### src/cwg_defs.svh
// Timing and field constants of the complementary wave generator
`ifndef CWG_DEFS_SVH
`define CWG_DEFS_SVH
`define CWG_DB_W 6
`define CWG_DB_ZERO 6'h00
`define CWG_SRC_N 2
`define CWG_SRC_NONE 2'h0
`endif

### src/cwg_pkg.sv
// Types shared by the complementary wave generator
package cwg_pkg;
    typedef enum logic [3:0] {
        CWG_OFF = 4'h1,
        CWG_SHUT = 4'h2,
        CWG_ARM = 4'h4,
        CWG_RUN = 4'h8
    } cwg_state_e;
endpackage : cwg_pkg

### src/cwg_core.sv
// Complementary wave generator with auto-shutdown and restart control
`include "cwg_defs.svh"
module cwg_core #(
    parameter int DB_W = `CWG_DB_W,
    parameter int SRC_N = `CWG_SRC_N
) (
    input wire logic mclk,
    input wire logic arst_n,
    input wire logic waveform_gen_enable,
    input wire logic auto_restart_enable,
    input wire logic shutdown_flag_set,
    input wire logic shutdown_flag_clear,
    input wire logic override_level_a,
    input wire logic override_level_b,
    input wire logic polarity_a,
    input wire logic polarity_b,
    input wire logic osc_select,
    input wire logic [SRC_N-1:0] shutdown_select,
    input wire logic [DB_W-1:0] rising_deadband_reg,
    input wire logic [DB_W-1:0] falling_deadband_reg,
    input wire logic wave_in,
    input wire logic [SRC_N-1:0] shutdown_in,
    output logic shutdown_state_flag,
    output logic osc_keep_on,
    output logic output_a,
    output logic output_b
);

    // ****************************************
    // Input synchronisers
    // ****************************************
    logic [SRC_N:0] sync1;
    logic [SRC_N:0] sync2;
    logic in_prev;
    logic in_s;
    logic [SRC_N-1:0] sd_s;
    logic sd_any;
    logic rise;

    always_ff @(posedge mclk or negedge arst_n)
    begin
        if (!arst_n)
        begin
            sync1 <= '0;
            sync2 <= '0;
            in_prev <= 1'b0;
        end
        else
        begin
            sync1 <= {shutdown_in, wave_in};
            sync2 <= sync1;
            in_prev <= sync2[0];
        end
    end

    assign in_s = sync2[0];
    assign sd_s = sync2[SRC_N:1];
    assign sd_any = |(sd_s & shutdown_select);
    assign rise = in_s & ~in_prev;

    // ****************************************
    // Shutdown flag and restart sequencing
    // ****************************************
    cwg_pkg::cwg_state_e state;
    cwg_pkg::cwg_state_e next_state;
    logic next_flag;

    always_comb
    begin
        next_flag = shutdown_state_flag;
        next_state = state;
        // Set wins over any clear while waveform_gen_enable is high
        if (waveform_gen_enable && (sd_any || shutdown_flag_set))
            next_flag = 1'b1;
        else if (shutdown_state_flag && !sd_any &&
                 (shutdown_flag_clear || auto_restart_enable))
            next_flag = 1'b0;
        case (state)
            cwg_pkg::CWG_OFF:
                if (waveform_gen_enable)
                    next_state = cwg_pkg::CWG_SHUT;
            cwg_pkg::CWG_SHUT:
                if (!next_flag)
                    next_state = cwg_pkg::CWG_ARM;
            cwg_pkg::CWG_ARM:
                if (next_flag)
                    next_state = cwg_pkg::CWG_SHUT;
                else if (rise)
                    next_state = cwg_pkg::CWG_RUN;
            cwg_pkg::CWG_RUN:
                if (next_flag)
                    next_state = cwg_pkg::CWG_SHUT;
            default:
                next_state = cwg_pkg::CWG_OFF;
        endcase
        if (!waveform_gen_enable)
            next_state = cwg_pkg::CWG_OFF;
    end

    always_ff @(posedge mclk or negedge arst_n)
    begin
        if (!arst_n)
        begin
            state <= cwg_pkg::CWG_OFF;
            shutdown_state_flag <= 1'b1;
        end
        else
        begin
            state <= next_state;
            shutdown_state_flag <= next_flag;
        end
    end

    // ****************************************
    // Dead-band generation
    // ****************************************
    logic raw_a;
    logic raw_b;
    logic [DB_W-1:0] db_cnt;
    logic [DB_W-1:0] next_db_cnt;
    logic next_raw_a;
    logic next_raw_b;
    logic run;

    assign run = (state == cwg_pkg::CWG_RUN) && !next_flag;

    always_comb
    begin
        next_db_cnt = db_cnt;
        next_raw_a = raw_a;
        next_raw_b = raw_b;
        if (!run)
        begin
            next_raw_a = 1'b0;
            next_raw_b = 1'b0;
            // Preload: first rise after a restart needs its dead band too
            next_db_cnt = rising_deadband_reg;
        end
        else if (in_s != in_prev)
        begin
            // Both off, then count the dead band for the new edge
            next_raw_a = 1'b0;
            next_raw_b = 1'b0;
            next_db_cnt = in_s ? rising_deadband_reg
                               : falling_deadband_reg;
        end
        else if (db_cnt != `CWG_DB_ZERO)
            next_db_cnt = db_cnt - 1'b1;
        else
        begin
            next_raw_a = in_s;
            next_raw_b = ~in_s;
        end
    end

    always_ff @(posedge mclk or negedge arst_n)
    begin
        if (!arst_n)
        begin
            db_cnt <= `CWG_DB_ZERO;
            raw_a <= 1'b0;
            raw_b <= 1'b0;
        end
        else
        begin
            db_cnt <= next_db_cnt;
            raw_a <= next_raw_a;
            raw_b <= next_raw_b;
        end
    end

    // ****************************************
    // Output selection
    // ****************************************
    // Override path bypasses polarity on purpose; combinational so a
    // shutdown takes the pins with no extra cycle after the flag
    always_comb
    begin
        if (state != cwg_pkg::CWG_RUN || shutdown_state_flag)
        begin
            output_a = override_level_a;
            output_b = override_level_b;
        end
        else
        begin
            output_a = raw_a ^ polarity_a;
            output_b = raw_b ^ polarity_b;
        end
    end

    // Oscillator request for Sleep
    assign osc_keep_on = waveform_gen_enable & osc_select & in_s;
endmodule : cwg_core

### config.mk
export PLATFORM = sky130hd
export DESIGN_NAME = cwg_core
export DESIGN_NICKNAME = d
export VERILOG_FILES = /design/src/cwg_pkg.sv /design/src/cwg_core.sv
export VERILOG_INCLUDE_DIRS = /design/src /design/src/src
export SDC_FILE = /design/constraint.sdc
export NUM_CORES = 1
export LEC_CHECK = 0
export ABC_CLOCK_PERIOD_IN_PS = 2800
export BUFFER_PORTS_ARGS = -buffer_cell sky130_fd_sc_hd__buf_4
export CORE_MARGIN = 2
export CORE_UTILIZATION = 50
export DETAILED_ROUTE_END_ITERATION = 10
export PLACE_DENSITY = 0.76
export SLEW_MARGIN = 20
export SYNTH_ARGS = -nofsm -noshare
export SYNTH_HDL_FRONTEND = slang
export SYNTH_SLANG_ARGS = --single-unit
### constraint.sdc
create_clock -name mclk -period 2.8 [get_ports mclk]
set_clock_uncertainty 0.1 [all_clocks]
set_input_delay 0.56 -clock mclk [delete_from_list [all_inputs] [get_ports mclk]]
set_output_delay 0.56 -clock mclk [all_outputs]
set_load 0.01 [all_outputs]
==> results of run 1 <==
layout make-up:
class	instances	area, um^2
Fill cell	192	761
Multi-Input combinational cell	81	617
Sequential cell	20	503
Timing Repair Buffer	32	240
Tap cell	28	35.0
Inverter	8	30.0
Clock buffer	4	26.3
cell usage in the layout, fill, tap and decap left out, types with 3 or more instances in the layout:
master	count
a21oi_1	3
buf_4	32
clkbuf_4	3
dfrtp_1	18
ha_1	5
inv_1	8
mux2i_1	7
nand2_1	4
nand3_1	3
nor2_1	10
nor3_1	4
o21ai_0	3
o31ai_1	4
xnor2_1	4
worst max-delay path by stage:
stage	depth (start not counted)	startpoint	endpoint
floorplan	5	state[2]	output_a
global placement	5	state[1]	output_a
detailed placement	5	state[1]	output_b
CTS	5	state[1]	output_b
global route	5	state[1]	output_b
finish	5	state[1]	output_b
registers in the layout, indices dropped and copies added (netlist names):
register and cells:
db_cnt 6, state 4, sync1 3, sync2 3, in_prev 1, raw_a 1, raw_b 1, shutdown_state_flag 1
cells by family after synthesis:
| family | count (synthesis) |
|---|---|
| AND/OR/NAND/NOR | 34 |
| AO/OA/AOI/OAI | 29 |
| flip-flops | 20 |
| buffers and inverters | 11 |
| multiplexers | 7 |
| XOR/XNOR | 6 |
| adder cells (fa/ha/maj) | 5 |
metal layers:
layer / wire length (um) / vias to the layer above / track usage (%)
met1: 1210 / 473 / 29.1
met4: 19 / 0 / 6.84
li1: - / 483 / -
met3: 131 / 2 / 2.57
met5: 0 / - / 0
met2: 1210 / 34 / 37.3
through the flow:
step,area (um^2),power (mW)
global placement,1430,0.503
detailed placement,1430,0.509
global route,1450,0.685
finish,1450,0.647
floorplan,1160,0.443
CTS,1450,0.649
where the power goes:
part	switching, mW	internal (mW)	leakage (nW)
Clock	0.0859	0.0555	0.0150
Sequential	0.0295	0.315	0.241
Combinational	0.0759	0.0852	0.418
worst max-delay path: stages, from the launching register on:
cell and delay, ns:
dfrtp_1 0.47, or4b_4 0.60, nor2_1 0.22, nor2_1 0.07
a21oi_1 0.12, buf_4 0.13
==> flow_metrics.py, run 1 <==
metrics = {
    "status": {
        "status": "finished, final reports clean",
    },
    "sta": {
        "max_freq_mhz": 389,
        "setup_tns_ns": 0,
        "worst_pin_slew_ns": 0.452,
        "setup_viol": 0,
        "slew_violations": 0,
        "setup_slack_ns": 0.231,
        "hold_viol_final": 0,
        "whs_ns": 0.0151,
        "rsz0062_at_grt": "false",
        "max_slew_margin_pct": 69.9,
        "post-route-period-util_pct": 91.8,
        "final.min_clock_period_ns": 2.57,
    },
    "floorplan": {
        "start_util_pct": 52.7,
        "rows": 17,
        "core_um2": 2210,
        "die_w_um": 52.3,
        "io_pins": 32,
        "die_y_um": 52.3,
        "fp.dieArea_um2": 2730,
    },
    "grt": {
        "overflow": 0,
        "grt_usage_pct": 21.9,
        "antenna_found_initial": 0,
        "grt_max_degree": 21,
        "grt_pass1_vias": 1013,
        "grt_pass1_wl_um": 4430,
    },
    "synthesis": {
        "synth_fa_ha_area_share_pct": 5.37,
        "synth_top_family_by_area": "compound AO/OA/AOI/OAI gates",
        "synth_top_flop_cell": "dfrtp_1",
        "synth_common_cells": "dfrtp_1 (18), nor2_1 (10), inv_1 (8)",
        "synth_top_area_share_pct": 38.7,
        "async_flop_share_pct": 100,
        "synth_cell_types": 40,
        "seq_area_frac_synth_pct": 43.2,
        "syn_nets": 145,
        "yosys_warnings": 0,
        "synth_compound_area_share_pct": 20.0,
        "syn_avg_cell_area_um2": 10.4,
        "synth_top_area_cell": "dfrtp_1",
        "syn-cell-area_um2": 1160,
        "synthMostInstantiatedCell": "dfrtp_1",
        "synth_seq_cells": 20,
        "synth-xor-area-share_pct": 4.51,
        "synth.top_cells.by_area": "dfrtp_1 (39%), mux2i_1 (6.0%), ha_1 (5.4%), dfstp_2 (4.5%), nor2_1 (3.2%)",
        "synthCells": 112,
        "synth-simple-area-share_pct": 17.1,
        "synth-edff-count": 0,
        "synthMuxAreaShare_pct": 6.02,
    },
    "layout": {
        "nNetsFinal": 179,
        "utilization_pct": 65.6,
        "drive_above_1_share_pct": 28.3,
        "diodes": 0,
        "stdcell_count": 173,
        "area_delta_synth_final_pct": 24.6,
    },
    "critical_path": {
        "crit_required_ns": 2.14,
        "r2r_cells": 4,
        "critPathKind": "flop to primary output",
        "cp-end-kind": "primary output",
        "reg2reg_to": "db_cnt[2]",
        "worst_r2r_startpoint": "sync2[1]",
        "r2r_slack_ns": 0.95,
        "crit_path_start_kind": "flop",
        "cp_max_fo": 8,
        "cp.arrival_ns": 1.91,
    },
    "clock_network": {
        "cts-root-buf": "clkbuf_4",
        "cts_sinks": 20,
        "clockBufferDepth": 2,
        "postCtsSetupBuffers": 0,
        "cts_tree": "done",
        "htreeDepth": 1,
        "post_cts_resize_count": 0,
        "cts_hold_buf": 0,
        "path_clk_slew_ns": 0.11,
        "clock_latency_ns": 0.30,
        "numCtsBuffers": 3,
    },
    "min_path": {
        "min_path_type": "input pin to asynchronous set/reset pin",
    },
    "placed_design": {
        "dp_hpwl_um": 2020,
        "post-place-ws_ns": 0.578,
        "portBuffers": 31,
        "finalWeightedCongestion": 0.839,
        "place_inst": 169,
    },
    "routing": {
        "dr.pass1.iters": 4,
        "viasPerCell": 5.73,
        "routedWlPerCell_um": 14.9,
        "drcViolationCount": 0,
        "drtIter0Drc": 19,
        "wl_um": 2570,
        "ant_nets": 0,
        "vias": 992,
    },
    "flow_run": {
        "maxCapViolCount": 0,
    },
    "power": {
        "peakVddDrop_mv": 0.539,
        "p_leak_nw": 0.674,
        "pwr_density_cell_nw_per_um2": 446,
    },
}
(Power assumes the default switching activity.)
==> inputs of run 2 (changes only) <==
==> constraint.sdc (replaced) <==
create_clock -name mclk -period 2.8 [get_ports mclk]
set_clock_uncertainty 0.1 [all_clocks]
set_input_delay 0.42 -clock mclk [delete_from_list [all_inputs] [get_ports mclk]]
set_output_delay 0.42 -clock mclk [all_outputs]
set_load 0.01 [all_outputs]
==> run 2 against run 1 <==
Effect of this change: sequential share of layout area down 0.47 points; die area stayed put; cell area up 1.4%; total power increased by 4.3%; core utilization up 0.90 points; critical path depth did not move; cell count increased by 0.58%; register-to-register slack got worse by 0.11 ns; routed wire length rose by 3.7%; via count increased by 0.91%; critical endpoint is now output_a; largest power group unchanged.
==> flow_metrics.py, run 2 (synthesized netlist as in run 1, its figures left out) <==
metrics = {
    "floorplan": {
        "die_y_um": 52.3,
        "rows": 17,
        "start_util_pct": 52.7,
        "fp.dieArea_um2": 2730,
        "io_pins": 32,
        "die_w_um": 52.3,
        "core_um2": 2210,
    },
    "routing": {
        "vias": 1001,
        "drtIter0Drc": 24,
        "ant_nets": 0,
        "dr.pass1.iters": 4,
        "drcViolationCount": 0,
        "viasPerCell": 5.75,
        "routedWlPerCell_um": 15.3,
        "wl_um": 2670,
    },
    "critical_path": {
        "cp_max_fo": 8,
        "crit_required_ns": 2.28,
        "critPathKind": "flop to primary output",
        "crit_path_start_kind": "flop",
        "cp-end-kind": "primary output",
        "cp.arrival_ns": 1.94,
    },
    "clock_network": {
        "clockBufferDepth": 2,
        "htreeDepth": 1,
        "numCtsBuffers": 3,
        "cts_tree": "done",
        "clock_latency_ns": 0.30,
        "cts_sinks": 20,
        "cts-root-buf": "clkbuf_4",
        "post_cts_resize_count": 0,
        "path_clk_slew_ns": 0.11,
    },
    "sta": {
        "post-route-period-util_pct": 88.0,
        "final.min_clock_period_ns": 2.46,
        "max_freq_mhz": 406,
        "whs_ns": 0.120,
        "hold_viol_final": 0,
        "slew_violations": 0,
        "max_slew_margin_pct": 67.8,
        "rsz0062_at_grt": "false",
        "setup_viol": 0,
        "setup_slack_ns": 0.336,
        "setup_tns_ns": 0,
        "worst_pin_slew_ns": 0.482,
    },
    "layout": {
        "utilization_pct": 66.5,
        "layout_commonest_cell": "buf_4",
        "area_delta_synth_final_pct": 26.3,
        "largest_reg_flops": 6,
        "stdcell_count": 174,
        "regMostFlops": "db_cnt",
        "nNetsFinal": 180,
        "diodes": 0,
        "drive_above_1_share_pct": 28.8,
        "fillers": 192,
        "reg_top3": "db_cnt (6), state (4)",
        "layout_common_cells": "buf_4 (32), dfrtp_1 (18), nor2_1 (10)",
    },
    "grt": {
        "grt_pass1_wl_um": 4370,
        "grt_usage_pct": 22.2,
        "overflow": 0,
        "grt_pass1_vias": 984,
        "antenna_found_initial": 0,
        "grt_max_degree": 21,
    },
    "power": {
        "peakVddDrop_mv": 0.293,
        "pwr_density_cell_nw_per_um2": 458,
        "p_leak_nw": 0.684,
    },
    "min_path": {
        "min_path_type": "input pin to flop",
    },
    "placed_design": {
        "post-place-ws_ns": 0.682,
        "dp_hpwl_um": 2020,
        "portBuffers": 31,
        "place_inst": 169,
        "finalWeightedCongestion": 0.796,
    },
    "status": {
        "status": "finished, final reports clean",
    },
    "flow_run": {
        "maxCapViolCount": 0,
    },
}
run 2: final timing paths:
check	slack, ns	depth (start not counted)	endpoint	from
max in group asynchronous	1.90	2	state[0]	arst_n
worst max register to register	0.84	4	db_cnt[2]	sync2[1]
worst max-delay path	0.34	5	output_a	state[1]
worst min register to register	0.26	0	sync2[1]	sync1[1]
worst min-delay path	0.12	1	sync1[0]	wave_in
min in group asynchronous	0.43	2	db_cnt[0]	arst_n
run 2: repair_timing:
action,4_1_cts,5_1_grt
endpoints found under the hold margin,18,0
buffers inserted,0,0
hold buffers,1,0
run 2: layer usage:
metal  GRT usage, %  vias to the layer above  wire, um
met5              0                        -         0
met2           36.1                       39      1260
met1           29.9                      478      1220
met3           4.00                        2       163
met4           7.26                        0        17
li1               -                      482         -
run 2: stage by stage:
step	power [mW]	cell area (um^2)
after global placement	0.503	1430
after global routing	0.707	1470
after floorplan	0.443	1160
after CTS	0.680	1470
after detailed placement	0.511	1430
final	0.675	1470
run 2: worst max-delay path, stage by stage (launching register included):
cell and delay [ns]:
dfrtp_1 0.47, or4b_4 0.61, nor2_1 0.23, nor2_1 0.08
a21oi_1 0.12, buf_4 0.14
run 2: final cells by class:
class	instances	area [um^2]	area share (%)
flip-flops and latches	20	503	34.2
clock buffers	4	36.3	2.47
multi-input cells	81	617	41.9
inverters	8	30.0	2.04
well taps	28	35.0	2.38
repair buffers	33	250	17.0
run 2: power breakdown:
part | switching (mW) | internal, mW | total (mW)
clock | 0.0875 | 0.0792 | 0.167
sequential | 0.0306 | 0.315 | 0.345
combinational | 0.0763 | 0.0862 | 0.162
